`src/verilog/ufs_pkg.sv`:
```
// package: register map, field positions and reset values of the uart fifo/status block
package ufs_pkg;

    // register byte addresses
    localparam logic [31:0] ADDR_DATA = 32'h5000_1000;
    localparam logic [31:0] ADDR_FCR = 32'h5000_1008;
    localparam logic [31:0] ADDR_MCR = 32'h5000_1010;
    localparam logic [31:0] ADDR_STATUS = 32'h5000_107C;
    localparam logic [31:0] ADDR_TX_FILL = 32'h5000_1080;
    localparam logic [31:0] ADDR_RX_FILL = 32'h5000_1084;
    localparam logic [31:0] ADDR_SRR = 32'h5000_1088;
    localparam logic [31:0] ADDR_SRTS = 32'h5000_108C;

    // fifo_status fields
    localparam int ST_RX_FULL = 4;
    localparam int ST_RX_NONEMPTY = 3;
    localparam int ST_TX_EMPTY = 2;
    localparam int ST_TX_ROOM = 1;

    // software_reset_control fields
    localparam int SRR_TX_CLEAR = 2;
    localparam int SRR_RX_CLEAR = 1;
    localparam int SRR_SOFT_RESET = 0;

    // modem_control_reg fields
    localparam int MCR_RTS = 1;
    localparam int MCR_LOOP = 4;
    localparam int MCR_AUTO_FLOW = 5;

    // fifo_control_reg fields
    localparam int FCR_ENABLE = 0;
    localparam int FCR_RX_CLEAR = 1;
    localparam int FCR_TX_CLEAR = 2;
    localparam int FCR_THR_LSB = 4;
    localparam int RX_THR_W = 2;

    // shadow_send_request field
    localparam int SRTS_BIT = 0;

    // widths and values after reset
    localparam int LEVEL_W = 16;
    localparam logic [LEVEL_W-1:0] RST_LEVEL = 16'h0000;
    localparam logic RST_TX_ROOM = 1'h1;
    localparam logic RST_RTS = 1'h0;
    localparam logic RST_RTS_N = 1'h1;
    localparam logic RST_FIFO_EN = 1'h0;
    localparam logic [RX_THR_W-1:0] RST_THR = 2'h0;
    localparam logic [31:0] READ_ZERO = 32'h0000_0000;

    // edges from the end of the soft reset pulse to controller reset release
    localparam int RST_RELEASE_CYC = 2;

    typedef enum {
        SEL_NONE,
        SEL_DATA,
        SEL_FCR,
        SEL_MCR,
        SEL_STATUS,
        SEL_TX_FILL,
        SEL_RX_FILL,
        SEL_SRR,
        SEL_SRTS
    } ufs_sel_t;

endpackage

```
`src/verilog/ufs_fifo.sv`:
```
// shift-register fifo with registered outputs and fill level
`timescale 1ns/100ps
module ufs_fifo #(
    parameter int WIDTH = 8,
    parameter int DEPTH = 4
) (
    // clock and reset
    input wire logic ref_clk_i,
    input wire logic resetn_i,
    // pointer reset, empties the fifo
    input wire logic clear_i,
    // fill side
    input wire logic in_valid_i,
    input wire logic [WIDTH-1:0] in_data_i,
    output logic in_ready_o,
    // drain side
    output logic out_valid_o,
    output logic [WIDTH-1:0] out_data_o,
    input wire logic out_ready_i,
    // occupancy
    output logic [ufs_pkg::LEVEL_W-1:0] level_o
);

    if (DEPTH < 2 || DEPTH >= (1 << ufs_pkg::LEVEL_W) || WIDTH < 1) begin : g_check
        $error("ufs_fifo: unsupported WIDTH or DEPTH");
    end

    localparam int LW = ufs_pkg::LEVEL_W;

    typedef struct packed {
        logic [DEPTH-1:0][WIDTH-1:0] mem;
        logic [ufs_pkg::LEVEL_W-1:0] level;
        logic out_valid;
        logic in_ready;
    } ufs_fifo_t;

    ufs_fifo_t st_reg;
    ufs_fifo_t st_next;

    // head always sits in slot 0, so the output data is a flop
    always_comb begin
        logic [ufs_pkg::LEVEL_W-1:0] cnt;
        logic push;
        logic pop;
        cnt = st_reg.level;
        push = in_valid_i & st_reg.in_ready;
        pop = st_reg.out_valid & out_ready_i;
        st_next = st_reg;
        if (pop) begin
            for (int i = 0; i < DEPTH - 1; i++) begin
                st_next.mem[i] = st_reg.mem[i+1];
            end
            cnt = cnt - 1'b1;
        end
        if (push) begin
            for (int i = 0; i < DEPTH; i++) begin
                if (cnt == LW'(i)) begin
                    st_next.mem[i] = in_data_i;
                end
            end
            cnt = cnt + 1'b1;
        end
        // clear beats a push in the same cycle
        if (clear_i) begin
            cnt = ufs_pkg::RST_LEVEL;
        end
        st_next.level = cnt;
        st_next.out_valid = (cnt != ufs_pkg::RST_LEVEL);
        st_next.in_ready = (cnt < LW'(DEPTH));
    end

    always_ff @(posedge ref_clk_i or negedge resetn_i) begin
        if (!resetn_i) begin
            st_reg <= '0;
            st_reg.in_ready <= ufs_pkg::RST_TX_ROOM;
            st_reg.level <= ufs_pkg::RST_LEVEL;
        end else begin
            st_reg <= st_next;
        end
    end

    assign in_ready_o = st_reg.in_ready;
    assign out_valid_o = st_reg.out_valid;
    assign out_data_o = st_reg.mem[0];
    assign level_o = st_reg.level;

endmodule

```
`src/verilog/ufs_top.sv`:
```
// uart fifo status, fifo level, soft reset and send-request control behind apb
//
// Decided for this implementation: the APB slave port.
`timescale 1ns/100ps
module ufs_top #(
    parameter int DATA_W = 8,
    parameter int FIFO_DEPTH = 4
) (
    // clock and reset
    input wire logic ref_clk_i,
    input wire logic resetn_i,
    // apb slave
    input wire logic [31:0] paddr_i,
    input wire logic psel_i,
    input wire logic penable_i,
    input wire logic pwrite_i,
    input wire logic [31:0] pwdata_i,
    output logic [31:0] prdata_o,
    output logic pready_o,
    output logic pslverr_o,
    // transmit stream toward the shifter
    output logic tx_valid_o,
    output logic [DATA_W-1:0] tx_data_o,
    input wire logic tx_ready_i,
    // receive stream from the shifter
    input wire logic rx_valid_i,
    input wire logic [DATA_W-1:0] rx_data_i,
    output logic rx_ready_o,
    // modem side and controls for the rest of the uart
    output logic rts_n_o,
    output logic loop_rts_o,
    output logic loopback_o,
    output logic auto_flow_o,
    output logic fifo_enable_o,
    output logic uart_rst_n_o
);

    if (DATA_W < 1 || DATA_W > 32) begin : g_check
        $error("ufs_top: DATA_W must be 1 to 32");
    end

    localparam int LW = ufs_pkg::LEVEL_W;

    ////////////////////////////////////////////////////////////////////////////////
    // state

    typedef struct packed {
        logic pready;
        logic pslverr;
        logic [31:0] prdata;
        logic rx_taken;
        logic soft_req;
    } ufs_bus_t;

    typedef struct packed {
        logic rts;
        logic loop;
        logic auto_flow;
        logic fifo_en;
        logic [ufs_pkg::RX_THR_W-1:0] thr;
        logic rts_n;
        logic loop_rts;
    } ufs_core_t;

    ufs_bus_t bus_reg;
    ufs_bus_t bus_next;
    ufs_core_t core_reg;
    ufs_core_t core_next;
    logic sync1_reg;
    logic sync2_reg;
    logic arst_n;
    logic core_rst_n;

    logic tx_room;
    logic tx_clear;
    logic tx_push;
    logic [LW-1:0] tx_level;
    logic rx_nonempty;
    logic rx_clear;
    logic rx_pop;
    logic [DATA_W-1:0] rx_head;
    logic [LW-1:0] rx_level;

    ufs_pkg::ufs_sel_t sel;
    logic access;
    logic wr;
    logic rd;

    function automatic ufs_pkg::ufs_sel_t decode(input logic [31:0] addr);
        case (addr)
            ufs_pkg::ADDR_DATA: decode = ufs_pkg::SEL_DATA;
            ufs_pkg::ADDR_FCR: decode = ufs_pkg::SEL_FCR;
            ufs_pkg::ADDR_MCR: decode = ufs_pkg::SEL_MCR;
            ufs_pkg::ADDR_STATUS: decode = ufs_pkg::SEL_STATUS;
            ufs_pkg::ADDR_TX_FILL: decode = ufs_pkg::SEL_TX_FILL;
            ufs_pkg::ADDR_RX_FILL: decode = ufs_pkg::SEL_RX_FILL;
            ufs_pkg::ADDR_SRR: decode = ufs_pkg::SEL_SRR;
            ufs_pkg::ADDR_SRTS: decode = ufs_pkg::SEL_SRTS;
            default: decode = ufs_pkg::SEL_NONE;
        endcase
    endfunction

    ////////////////////////////////////////////////////////////////////////////////
    // apb decode, one wait state so read data comes from a flop

    assign sel = decode(paddr_i);
    assign access = psel_i & penable_i;
    assign wr = access & bus_reg.pready & pwrite_i;
    assign rd = access & bus_reg.pready & ~pwrite_i;

    always_comb begin
        logic [31:0] rdata;
        rdata = ufs_pkg::READ_ZERO;
        bus_next = bus_reg;
        case (sel)
            ufs_pkg::SEL_DATA: rdata[DATA_W-1:0] = rx_nonempty ? rx_head : '0;
            ufs_pkg::SEL_FCR: begin
                rdata[ufs_pkg::FCR_ENABLE] = core_reg.fifo_en;
                rdata[ufs_pkg::FCR_THR_LSB +: ufs_pkg::RX_THR_W] = core_reg.thr;
            end
            ufs_pkg::SEL_MCR: begin
                rdata[ufs_pkg::MCR_RTS] = core_reg.rts;
                rdata[ufs_pkg::MCR_LOOP] = core_reg.loop;
                rdata[ufs_pkg::MCR_AUTO_FLOW] = core_reg.auto_flow;
            end
            ufs_pkg::SEL_STATUS: begin
                rdata[ufs_pkg::ST_RX_FULL] = (rx_level == LW'(FIFO_DEPTH));
                rdata[ufs_pkg::ST_RX_NONEMPTY] = rx_nonempty;
                rdata[ufs_pkg::ST_TX_EMPTY] = (tx_level == ufs_pkg::RST_LEVEL);
                rdata[ufs_pkg::ST_TX_ROOM] = tx_room;
            end
            ufs_pkg::SEL_TX_FILL: rdata[LW-1:0] = tx_level;
            ufs_pkg::SEL_RX_FILL: rdata[LW-1:0] = rx_level;
            ufs_pkg::SEL_SRTS: rdata[ufs_pkg::SRTS_BIT] = core_reg.rts;
            default: rdata = ufs_pkg::READ_ZERO; // write-only bits read as zero
        endcase
        bus_next.pready = access & ~bus_reg.pready;
        bus_next.prdata = ufs_pkg::READ_ZERO;
        bus_next.pslverr = 1'b0;
        bus_next.rx_taken = 1'b0;
        if (access && !bus_reg.pready) begin
            bus_next.prdata = pwrite_i ? ufs_pkg::READ_ZERO : rdata;
            bus_next.pslverr = (sel == ufs_pkg::SEL_NONE);
            // pop only what was actually captured, a late push must not be lost
            bus_next.rx_taken = ~pwrite_i & (sel == ufs_pkg::SEL_DATA) & rx_nonempty;
        end
        // self-clearing: high for one cycle after the write
        bus_next.soft_req = wr & (sel == ufs_pkg::SEL_SRR) & pwdata_i[ufs_pkg::SRR_SOFT_RESET];
    end

    always_ff @(posedge ref_clk_i or negedge resetn_i) begin
        if (!resetn_i) begin
            bus_reg <= '0;
        end else begin
            bus_reg <= bus_next;
        end
    end

    ////////////////////////////////////////////////////////////////////////////////
    // controller reset: asserts asynchronously, releases on the clock

    // single clock here, so this one reset covers every domain
    assign arst_n = resetn_i & ~bus_reg.soft_req;

    always_ff @(posedge ref_clk_i or negedge arst_n) begin
        if (!arst_n) begin
            sync1_reg <= 1'b0;
            sync2_reg <= 1'b0;
        end else begin
            sync1_reg <= 1'b1;
            sync2_reg <= sync1_reg;
        end
    end

    assign core_rst_n = sync2_reg;

    ////////////////////////////////////////////////////////////////////////////////
    // control registers and send-request output

    always_comb begin
        logic wr_fcr;
        logic above;
        wr_fcr = wr & (sel == ufs_pkg::SEL_FCR);
        above = (rx_level > LW'(core_reg.thr));
        core_next = core_reg;
        if (wr && sel == ufs_pkg::SEL_MCR) begin
            core_next.rts = pwdata_i[ufs_pkg::MCR_RTS];
            core_next.loop = pwdata_i[ufs_pkg::MCR_LOOP];
            core_next.auto_flow = pwdata_i[ufs_pkg::MCR_AUTO_FLOW];
        end
        if (wr && sel == ufs_pkg::SEL_SRTS) begin
            core_next.rts = pwdata_i[ufs_pkg::SRTS_BIT];
        end
        if (wr_fcr) begin
            core_next.fifo_en = pwdata_i[ufs_pkg::FCR_ENABLE];
            core_next.thr = pwdata_i[ufs_pkg::FCR_THR_LSB +: ufs_pkg::RX_THR_W];
        end
        if (core_reg.loop) begin
            core_next.rts_n = 1'b1;
        end else if (core_reg.auto_flow && core_reg.fifo_en) begin
            core_next.rts_n = ~core_reg.rts | above;
        end else begin
            core_next.rts_n = ~core_reg.rts;
        end
        core_next.loop_rts = core_reg.loop & core_reg.rts;
    end

    always_ff @(posedge ref_clk_i or negedge core_rst_n) begin
        if (!core_rst_n) begin
            core_reg <= '0;
            core_reg.rts <= ufs_pkg::RST_RTS;
            core_reg.fifo_en <= ufs_pkg::RST_FIFO_EN;
            core_reg.thr <= ufs_pkg::RST_THR;
            core_reg.rts_n <= ufs_pkg::RST_RTS_N;
        end else begin
            core_reg <= core_next;
        end
    end

    ////////////////////////////////////////////////////////////////////////////////
    // fifos

    // disabling the fifos also empties them
    assign tx_clear = wr & (((sel == ufs_pkg::SEL_SRR) & pwdata_i[ufs_pkg::SRR_TX_CLEAR])
        | ((sel == ufs_pkg::SEL_FCR)
        & (pwdata_i[ufs_pkg::FCR_TX_CLEAR] | (core_reg.fifo_en & ~pwdata_i[ufs_pkg::FCR_ENABLE]))));
    assign rx_clear = wr & (((sel == ufs_pkg::SEL_SRR) & pwdata_i[ufs_pkg::SRR_RX_CLEAR])
        | ((sel == ufs_pkg::SEL_FCR)
        & (pwdata_i[ufs_pkg::FCR_RX_CLEAR] | (core_reg.fifo_en & ~pwdata_i[ufs_pkg::FCR_ENABLE]))));
    // a data write into a full fifo is dropped
    assign tx_push = wr & (sel == ufs_pkg::SEL_DATA);
    assign rx_pop = rd & bus_reg.rx_taken;

    ufs_fifo #(
        .WIDTH(DATA_W),
        .DEPTH(FIFO_DEPTH)
    ) u_tx_fifo (
        .ref_clk_i(ref_clk_i),
        .resetn_i(core_rst_n),
        .clear_i(tx_clear),
        .in_valid_i(tx_push),
        .in_data_i(pwdata_i[DATA_W-1:0]),
        .in_ready_o(tx_room),
        .out_valid_o(tx_valid_o),
        .out_data_o(tx_data_o),
        .out_ready_i(tx_ready_i),
        .level_o(tx_level)
    );

    ufs_fifo #(
        .WIDTH(DATA_W),
        .DEPTH(FIFO_DEPTH)
    ) u_rx_fifo (
        .ref_clk_i(ref_clk_i),
        .resetn_i(core_rst_n),
        .clear_i(rx_clear),
        .in_valid_i(rx_valid_i),
        .in_data_i(rx_data_i),
        .in_ready_o(rx_ready_o),
        .out_valid_o(rx_nonempty),
        .out_data_o(rx_head),
        .out_ready_i(rx_pop),
        .level_o(rx_level)
    );

    ////////////////////////////////////////////////////////////////////////////////
    // outputs

    assign prdata_o = bus_reg.prdata;
    assign pready_o = bus_reg.pready;
    assign pslverr_o = bus_reg.pslverr;
    assign rts_n_o = core_reg.rts_n;
    assign loop_rts_o = core_reg.loop_rts;
    assign loopback_o = core_reg.loop;
    assign auto_flow_o = core_reg.auto_flow;
    assign fifo_enable_o = core_reg.fifo_en;
    assign uart_rst_n_o = sync2_reg;
endmodule

```
`config.mk`:
```
export PLATFORM = sky130hd
export DESIGN_NAME = ufs_top
export DESIGN_NICKNAME = d
export VERILOG_FILES = /design/src/verilog/ufs_pkg.sv /design/src/verilog/ufs_fifo.sv /design/src/verilog/ufs_top.sv
export SDC_FILE = /design/constraint.sdc
export NUM_CORES = 1
export LEC_CHECK = 0
export CORE_MARGIN = 1.5
export CORE_UTILIZATION = 60
export DETAILED_ROUTE_END_ITERATION = 6
export DONT_BUFFER_PORTS = 1
export GPL_ROUTABILITY_DRIVEN = 0
export PLACE_DENSITY = 0.86
export SLEW_MARGIN = 20
export SYNTH_ARGS = -nofsm -noshare
export SYNTH_HDL_FRONTEND = slang
export SYNTH_SLANG_ARGS = --single-unit
```
`constraint.sdc`:
```
create_clock -name ref_clk_i -period 5.2 [get_ports ref_clk_i]
set_input_delay 1.04 -clock ref_clk_i [delete_from_list [all_inputs] [get_ports ref_clk_i]]
set_output_delay 1.04 -clock ref_clk_i [all_outputs]
set_load 0.01 [all_outputs]
```
## After elaboration in Yosys (flattened, before gate mapping)

Index checks and enable logic that the tools add are counted.

| word-level totals | value |
|---|---|
| output and inout bits | 50 |
| word-level logic and storage cells | 142 |
| bits of input ports | 79 |
| register bits | 146 |

| cells by class | value |
|---|---|
| equal/unequal tests | 27 |
| magnitude comparators | 3 |
| reduce and logical (&&, ||, !) cells | 14 |
| mux-type cells | 31 |
| $add $sub $neg | 4 |
| bitwise operators | 35 |

Operator list:

| cell | number |
|---|---|
| == test 32 x 31 -> 1 bit (second input constant) | 8 |
| == test 32 x 3 -> 1 bit (second input constant) | 5 |
| 2-to-1 mux 16 bit | 7 |
| == test 32 x 2 -> 1 bit (second input constant) | 3 |
| 2-to-1 mux 24 bit | 4 |
| == test 16 x 2 -> 1 bit (second input constant) | 4 |
| == test 32 x 4 -> 1 bit (second input constant) | 2 |
| 2-to-1 mux 8 bit | 7 |
| zero test 16 bit | 3 |
| 2-to-1 mux 34 bit | 1 |
| adder 16 x 1 -> 16 bit (second input constant) | 2 |
| == test 16 x 1 -> 1 bit (second input constant) | 2 |
| == test 32 x 1 -> 1 bit (second input constant) | 1 |
| == test 32 x 5 -> 1 bit (second input constant) | 1 |
| zero test 32 bit | 1 |
| less-than comparator 16 x 3 -> 1 bit (second input constant) | 2 |
| case mux 4 bit (8 select lines) | 1 |
| nonzero test 16 bit | 2 |
| subtractor 16 x 1 -> 16 bit (second input constant) | 2 |
| bitwise AND 1 bit | 25 |
| == test 16 x 3 -> 1 bit (second input constant) | 1 |
| > comparator 16 x 2 -> 1 bit | 1 |
| case mux 8 bit (2 select lines) | 1 |
| case mux 1 bit (5 select lines) | 3 |
| 11 further kinds | 25 |

## Longest topological paths before layout

Gate-level depths: netlist (run 1).

| logic depth | value |
|---|---|
| depth after elaboration | 10 |
| depth in mapped cells | 15 |
| depth with buffers taken out | 14 |

## By module

A second synthesis (run 1) with hierarchy kept.

| second synthesis, totals | value |
|---|---|
| cell total of the unflattened synthesis | 930 |
| area total of the unflattened synthesis | 9311.4 um^2 |

Modules (own cells, without submodules):

| module | sequential area each (um^2) | cells an instance | area each (um^2) | instances |
|---|---|---|---|---|
| ufs_fifo | 1252.5 | 344 | 3564.7 | 2 |
| ufs_top | 752.0 | 242 | 2182.1 | 1 |

## Worst setup path before layout (run 1)

No wires, ideal clock.

| timing | value |
|---|---|
| path type | input to register |
| start point | in pwrite_i |
| end point | reg u_rx_fifo.st_reg (netlist bit u_rx_fifo.out_valid_o) |
| arrival | 3663 ps |
| library setup time | 146 ps |
| data required time | 5054 ps |
| cell stages on the path | 14 |
| buffers on the path | 0 |
| slack | 1391 ps |
| cell sequence | nand3b_1 -> nor2_1 -> xnor2_1 -> inv_1 -> ha_1 -> nand3_1 -> nor2_1 -> a2111oi_0 -> a41o_1 -> xnor2_1 -> and3_1 -> nand4_1 -> nor3_1 -> a21oi_1 |

RTL lines:

| what | RTL line | RTL |
|---|---|---|
| start: declaration | ufs_top.sv:16 | `input wire logic pwrite_i,` |
| end signal: assignment | ufs_fifo.sv:78 | `st_reg <= st_next;` |
| end: declaration | ufs_fifo.sv:37 | `ufs_fifo_t st_reg;` |

==> results of run 1 <==
## kinds of logic (layout without fill, tap and decap cells)
family / Yosys count / count (layout) / share of synthesized area
adders and majority gates: 13 / 13 / 0.0196
and+or+nand+nor: 290 / 290 / 0.203
other: 2 / 17 / 0.000903
buffers and inverters: 95 / 58 / 0.0639
xor gates and xnor gates: 48 / 48 / 0.0506
muxes: 122 / 122 / 0.179
DFF: 130 / 130 / 0.392
AOI/OAI and AO/OA: 107 / 107 / 0.0913
## worst max path at each step
stage	start	to	slack, ns	cells past startpoint
after floorplan	pwrite_i	u_rx_fifo.out_valid_o	1.39	14
after global placement	paddr_i[1]	u_tx_fifo.st_reg[33]	1.05	8
after detailed placement	paddr_i[1]	u_tx_fifo.st_reg[38]	1.00	8
after CTS	paddr_i[1]	u_tx_fifo.st_reg[42]	1.43	8
after global routing	u_rx_fifo.level_o[0]	u_rx_fifo.out_valid_o	1.17	11
final	u_rx_fifo.level_o[0]	u_rx_fifo.out_valid_o	1.34	11
## routing by layer
metal	vias to the layer above	global-route usage
met3	76	0.0802
met4	0	0.128
met2	352	0.474
li1	2800	-
met5	-	0
met1	3074	0.355
## cells in the mapped netlist, types with 20 or more instances
master	count
dfrtp_1	127
mux2_2	86
nor2_1	76
nand2_1	44
buf_4	40
mux2_4	32
xnor2_1	28
clkbuf_1	26
a21oi_1	25
nor3_1	22
nand3_1	20
xor2_1	20
## power by group through the flow
| stage | Sequential [uW] | Clock [uW] | Combinational, uW |
|---|---|---|---|
| after global placement | 1490 | 0 | 1020 |
| after floorplan | 1370 | 0 | 971 |
| final | 1500 | 1200 | 1120 |
| after CTS | 1490 | 1220 | 1100 |
| after detailed placement | 1510 | 0 | 1090 |
| after global routing | 1530 | 1260 | 1230 |
## per-stage QoR
stage	area [um2]	util	hold slack, ns	total power [uW]	instances
after global routing	8790	0.656	0.202	4020	961
after CTS	8790	0.656	0.172	3800	961
final	8790	0.656	0.164	3820	961
after floorplan	8370	-	0.149	2340	822
after detailed placement	8190	0.611	0.169	2590	929
after global placement	8190	0.611	0.161	2510	929
## cell type report
type | count | area, um2 | share of cell area
clock buffers | 19 | 443 | 0.0504
clock inverters | 13 | 151 | 0.0172
inverters | 18 | 67.6 | 0.00769
multi-input cells | 597 | 4590 | 0.522
flip-flops and latches | 130 | 3260 | 0.371
well taps | 176 | 220 | 0.0251
repair buffers | 8 | 60.1 | 0.00683
==> results.yml, run 1 <==
clock_network:
  post_cts_buffers: 0
  ctsHoldBuffers: 0
  cts_tree: "built"
  cts_buffer_depth: 2
  htree_num_levels: 4
  insertion_delay_ns: 0.43
  cts_resized: 0
  cts-buffers-inserted: 17
  clk_pin_slew_ns: 0.06
  cts_root_buf: "clkbuf_16"
  clock_sinks: 130
yosys:
  ys_ff_latch: 130
  synth-edff-count: 0
  avgSynthCellArea_um2: 10.3
  yosysWarnings: 0
  synthTopCellsByArea: "dfrtp_1 38%, mux2_2 12%, mux2_4 5.8%"
  synth_top_cell_area_share: 0.382
  ys_async_sr_fraction: 1.00
  syn_inst: 807
  synth_top_cell_by_area: "dfrtp_1"
  syn_area_um2: 8320
  ys.flop_type: "dfrtp_1"
  ys_seq_area_frac: 0.392
  synth_cell_type_count: 80
die:
  core_um2: 13400
  pin_count: 129
  die_h_um: 121
  die_w_um: 121
  die-area_um2: 14600
  start_util: 0.621
  std_cell_rows: 42
power_and_ir_drop:
  max-vdd-ir-drop_mv: 0.355
  sw_frac_of_total: 0.356
  p_int_uw: 2460
  p_seq_frac: 0.393
  power_density_nw_per_um2: 435
  combPwrFrac: 0.293
  leakage_uw: 0.00382
  p_sw_uw: 1360
  clockPowerShare: 0.314
job:
  drv_cap: 0
place:
  hpwl_um: 14300
  pre_cts_ws_ns: 1.00
  io_buffers: 0
sta:
  setup_viol: 0
  slew_violations: 0
  hold_viol: 0
  finalCritPeriodShare: 0.743
  skew_ns: 0.00784
  max_slew_margin: 0.452
  rsz0062_at_grt: "false"
  finalSetupTns_ns: 0
  min_period_ns: 3.86
  worst_slew_pin_slew_ns: 0.822
  timing.fmax_mhz: 259
  fin_ws_ns: 1.34
critical_path:
  cp.arrival_ns: 4.16
  critPathMaxStageDelay_ns: 0.56
  cp_data_required_time_ns: 5.50
  path_delay_family: "simple AND/OR/NAND/NOR gates"
  timing.rr.end: "u_rx_fifo.out_valid_o"
  cp-end-kind: "register"
  r2r_setup_slack_ns: 1.34
  cp_num_buf_inv: 1
  slowest_stage: "o31ai_1"
  worstRegToRegCells: 11
  worstPathMaxFanout: 11
  r2r-start: "u_rx_fifo.level_o[0]"
  critical_path_class: "reg2reg"
  cp_cell_sequence: "inv_1, ha_1, and4b_1, nand2_1, o31ai_1, and4_1, nor4b_2, xor2_1, nand4_1, nor3_1, a21oi_1"
  cp-start-kind: "register"
worst_hold_path:
  hold_path_class: "reg2async"
route:
  ant_nets: 0
  drt_iter0_drc: 733
  viasPerCell: 6.56
  finalWirelength_um: 19900
  dr_total_vias: 6302
  top_layer: "met4"
  drc_errors: 0
  wl_per_cell_um: 20.7
  first_pass_iters: 6
  met1_length_um: 7660
  dr_wl_met2_um: 9700
  wl_met3_um: 1820
finish:
  diodes: 0
  fin_nets: 864
  drive_gt1_frac: 0.245
  layout_common_cells: "126 x dfrtp_1, 86 x mux2_2, 75 x nor2_1"
  area_growth_pct: 5.69
  layout_commonest_cell: "dfrtp_1"
  fill_cells: 997
outcome:
  status: "completed"
grt:
  grt_overflow_total: 0
  grt_pass1_vias: 6364
  track_usage: 0.288
  antenna_found_initial: 0
  grt_pass1_wl_um: 32700
  grt_max_degree: 67
No activity file was read; power rests on OpenSTA's default activity.
==> run 2, diff against run 1 <==
Settings changed: CORE_UTILIZATION 60 to 58.
Clock period 5.2 ns to 3.4 ns, I/O delays scaled along.
==> results.yml, run 2 (synthesis results as in run 1) <==
finish:
  diodes: 0
  fin_nets: 903
  layout_commonest_cell: "dfrtp_1"
  design_area_um2: 9180
  layout_common_cells: "126 x dfrtp_1, 86 x mux2_2, 75 x nor2_1"
  area_growth_pct: 10.4
  drive_gt1_frac: 0.286
grt:
  antenna_found_initial: 1
  grt_pass1_vias: 6401
  track_usage: 0.286
  grt_max_degree: 109
  grt_overflow_total: 0
  grt_pass1_wl_um: 33000
job:
  drv_cap: 0
power_and_ir_drop:
  max-vdd-ir-drop_mv: 0.500
  sw_frac_of_total: 0.348
  p_int_uw: 4000
  combPwrFrac: 0.325
  p_seq_frac: 0.361
  total_power_uw: 6140
  clockPowerShare: 0.314
  p_sw_uw: 2130
  power_density_nw_per_um2: 668
  leakage_uw: 0.00404
die:
  start_util: 0.597
  die_h_um: 123
  pin_count: 129
  std_cell_rows: 43
  core_um2: 13900
  die_w_um: 123
  die-area_um2: 15100
route:
  viasPerCell: 6.50
  wl_per_cell_um: 20.7
  dr_total_vias: 6526
  ant_nets: 0
  finalWirelength_um: 20800
  drc_errors: 1
  drt_iter0_drc: 676
  first_pass_iters: 7
sta:
  min_period_ns: 3.29
  timing.fmax_mhz: 304
  worst_slew_pin_slew_ns: 0.622
  max_slew_margin: 0.586
  skew_ns: 0.00727
  finalCritPeriodShare: 0.968
  fin_ws_ns: 0.108
  hold_viol: 0
  slew_violations: 0
  rsz0062_at_grt: "true"
  setup_viol: 0
clock_network:
  post_cts_buffers: 0
  htree_num_levels: 4
  clk_pin_slew_ns: 0.06
  cts_root_buf: "clkbuf_16"
  cts_buffer_depth: 2
  cts_tree: "built"
  clock_sinks: 130
  insertion_delay_ns: 0.43
  cts-buffers-inserted: 17
place:
  io_buffers: 0
  dpl-instance-area_um2: 8510
  hpwl_um: 14300
  pre_cts_ws_ns: 0.0443
critical_path:
  cp_data_required_time_ns: 3.71
  cp.arrival_ns: 3.61
  worstPathMaxFanout: 8
  cp-start-kind: "register"
  critical_path_class: "reg2reg"
  cp-end-kind: "register"
worst_hold_path:
  hold_path_class: "in2async"
outcome:
  status: "finished, violations left"
  failed_checks: "DRC"
## run 2: changes by cell type in the layout (fill, tap and decap cells not counted), moves of 2 or more
cell | previous run | this run
nor4_2 | 4 | 6
buf_12 | 0 | 3
nor4_1 | 17 | 14
buf_4 | 8 | 44
## run 2: final timing paths
path                                      start              endpoint  slack [ns]  cells past startpoint
max in group asynchronous          uart_rst_n_o  u_rx_fifo.st_reg[27]        2.49                      1
min reg2reg                          bus_reg[0]          uart_rst_n_o        0.17                      1
min                                    resetn_i          uart_rst_n_o        0.06                      1
max reg2reg                u_tx_fifo.level_o[8]  u_tx_fifo.st_reg[38]        0.11                     10
min in group ref_clk_i                sync1_reg          uart_rst_n_o        0.35                      0
max                        u_tx_fifo.level_o[8]  u_tx_fifo.st_reg[38]        0.11                     10
## run 2: layer usage
| layer | vias up | GRT usage | wire, um | part of all wire |
|---|---|---|---|---|
| met4 | 0 | 0.132 | 676 | 0.033 |
| met2 | 374 | 0.460 | 10100 | 0.49 |
| met1 | 3193 | 0.364 | 8180 | 0.39 |
| li1 | 2884 | - | - | - |
| met3 | 75 | 0.0674 | 1790 | 0.086 |
| met5 | - | 0 | 0 | 0 |
## run 2: metrics by stage
step / TNS (ns) / std cells / hold slack, ns / utilization
after floorplan: 0 / 822 / 0.149 / -
after global placement: 0 / 971 / 0.162 / 0.611
after detailed placement: 0 / 971 / 0.165 / 0.611
after CTS: 0 / 1004 / 0.0573 / 0.657
after global routing: -0.285 / 1004 / 0.0548 / 0.659
final: 0 / 1004 / 0.0638 / 0.659
## run 2: worst max-delay path, stage by stage (launching register included)
cell,delay [ns]
dfrtp_1,0.45
or4_4,0.58
or3_1,0.45
nor4_2,0.31
xnor2_1,0.22
nand2_1,0.14
nor3_2,0.13
and4_1,0.28
buf_12,0.17
nand2_8,0.10
mux2_4,0.33
## run 2: power by group through the flow
stage                     clock [uW]  combinational (uW)  sequential [uW]
after floorplan                    0                1480             2090
after global placement             0                1850             2190
after detailed placement           0                1900             2210
after CTS                       1950                1940             2190
after global routing            2030                2180             2240
final                           1930                1990             2210
## run 2: layout make-up
type / count / area (um2)
clock buffer: 19 / 453
clock inverter: 13 / 171
fill: 998 / 4750
inverter: 18 / 67.6
multi-input combinational: 597 / 4620
sequential: 130 / 3260
tap: 180 / 225
timing repair buffer: 47 / 390
## run 2: repair_timing
item / CTS / global route
endpoints found under the hold margin: 20 / 0
gates resized for setup: 0 / 5
endpoints found under the setup margin: 0 / 60
hold buffers: 1 / 0
==> run 3, diff against run 2 <==
Settings changed: CORE_UTILIZATION 58 to 60, PLACE_DENSITY 0.86 to 0.76.
Clock period 3.4 ns to 3.37 ns, I/O delays scaled along.
==> results.yml, run 3 (synthesis results as in run 1) <==
clock_network:
  cts_tree: "built"
  cts_root_buf: "clkbuf_16"
  clock_sinks: 130
  post_cts_buffers: 0
  htree_num_levels: 4
  cts_buffer_depth: 2
  clk_pin_slew_ns: 0.06
  cts-buffers-inserted: 17
  insertion_delay_ns: 0.44
sta:
  slew_violations: 0
  whs_ns: 0.0626
  hold_viol: 0
  max_slew_margin: 0.473
  skew_ns: 0.0100
  finalCritPeriodShare: 0.981
  worst_slew_pin_slew_ns: 0.784
  finalSetupTns_ns: 0
  rsz0062_at_grt: "false"
  timing.fmax_mhz: 302
  min_period_ns: 3.31
  setup_viol: 0
  fin_ws_ns: 0.0640
critical_path:
  cp-startpoint: "u_tx_fifo.level_o[0]"
  worstPathMaxFanout: 8
  cp-end-kind: "register"
  critical_path_class: "reg2reg"
  cp-start-kind: "register"
  worstRegToRegCells: 12
  endpoint: "u_tx_fifo.st_reg[29]"
  r2r_setup_slack_ns: 0.06
  cp.arrival_ns: 3.62
  cp_data_required_time_ns: 3.68
  r2r-start: "u_tx_fifo.level_o[0]"
  timing.rr.end: "u_tx_fifo.st_reg[29]"
finish:
  fin_nets: 906
  diodes: 0
  layout_common_cells: "126 x dfrtp_1, 86 x mux2_2, 74 x nor2_1"
  layout_commonest_cell: "dfrtp_1"
  area_growth_pct: 9.90
  drive_gt1_frac: 0.291
  regArea_um2: 3260
  multi_input_area_um2: 4630
  fill_cells: 959
  final_cells: 1003
route:
  dr_total_vias: 6488
  drt_iter0_drc: 706
  drc_errors: 0
  ant_nets: 0
  viasPerCell: 6.47
  first_pass_iters: 6
  wl_per_cell_um: 21.0
  finalWirelength_um: 21000
place:
  io_buffers: 0
  pre_cts_ws_ns: -0.0821
  dp_cells: 970
  hpwl_um: 15000
die:
  std_cell_rows: 42
  pin_count: 129
  start_util: 0.621
  die_h_um: 121
  die_w_um: 121
  die-area_um2: 14600
  core_um2: 13400
grt:
  grt_max_degree: 46
  grt_pass1_vias: 6281
  antenna_found_initial: 1
  track_usage: 0.298
  grt_pass1_wl_um: 33200
  grt_overflow_total: 0
power_and_ir_drop:
  max-vdd-ir-drop_mv: 0.398
  power_density_nw_per_um2: 669
  leakage_uw: 0.00402
worst_hold_path:
  hold_path_class: "in2async"
outcome:
  status: "completed"
job:
  drv_cap: 0
run 3: cell types whose count changed in the layout (fill, tap and decap cells not counted), sizes merged:
cell	before	now
inv	23	26
clkinvlp	2	4
bufinv	3	1
clkinv	3	1
buf	47	50
clkbuf	19	18
run 3: per-stage QoR:
step	total power [uW]	instance area [um2]	util
final	6120	9140	0.682
after global routing	6410	9140	0.682
after CTS	6060	9100	0.679
after detailed placement	4200	8510	0.635
after global placement	4090	8510	0.635
after floorplan	3610	8370	-
run 3: metal layers:
layer  share of wire  global-route usage  vias to the layer above
li1                -                   -                     2885
met1            0.39               0.374                     3201
met2            0.49               0.493                      334
met3           0.087              0.0745                       68
met4           0.032               0.118                        0
met5               0                   0                        -
run 3: worst max-delay path, cell delays in order, from the launching register on:
cell and delay, ns:
dfrtp_1 0.46, inv_1 0.13, ha_2 0.27, nand4b_1 0.20, or2_2 0.43, nor3_1 0.29
xnor2_1 0.26, nand2_1 0.13, nor3_2 0.14, and4_1 0.27, buf_12 0.17, nand2_8 0.10
mux2_4 0.32
run 3: how the worst min path moves through the flow:
stage / end / slack, ns / from
after global routing: uart_rst_n_o / 0.06 / resetn_i
after global placement: sync1_reg / 0.17 / bus_reg[0]
final: sync1_reg / 0.06 / resetn_i
after CTS: uart_rst_n_o / 0.06 / resetn_i
after detailed placement: sync1_reg / 0.18 / bus_reg[0]
after floorplan: sync1_reg / 0.15 / bus_reg[0]
run 3: area by class of cell:
cell class	instances	share of cell area
tap	176	0.0241
inverter	18	0.00739
sequential	130	0.357
clock buffer	18	0.0481
multi-input combinational	597	0.506
clock inverter	14	0.0153
timing repair buffer	50	0.0422
run 3: what timing repair did:
item,in CTS,in global routing
hold buffers,1,0
endpoints found under the setup margin,0,44
hold endpoints to repair,20,0
resized for setup,0,9
run 3: where the power goes:
group	internal, uW	switching (uW)	leakage, uW
registers	1890	344	0.00170
logic	948	1100	0.00205
clock network	1050	781	0.000275
total	3890	2220	0.00402
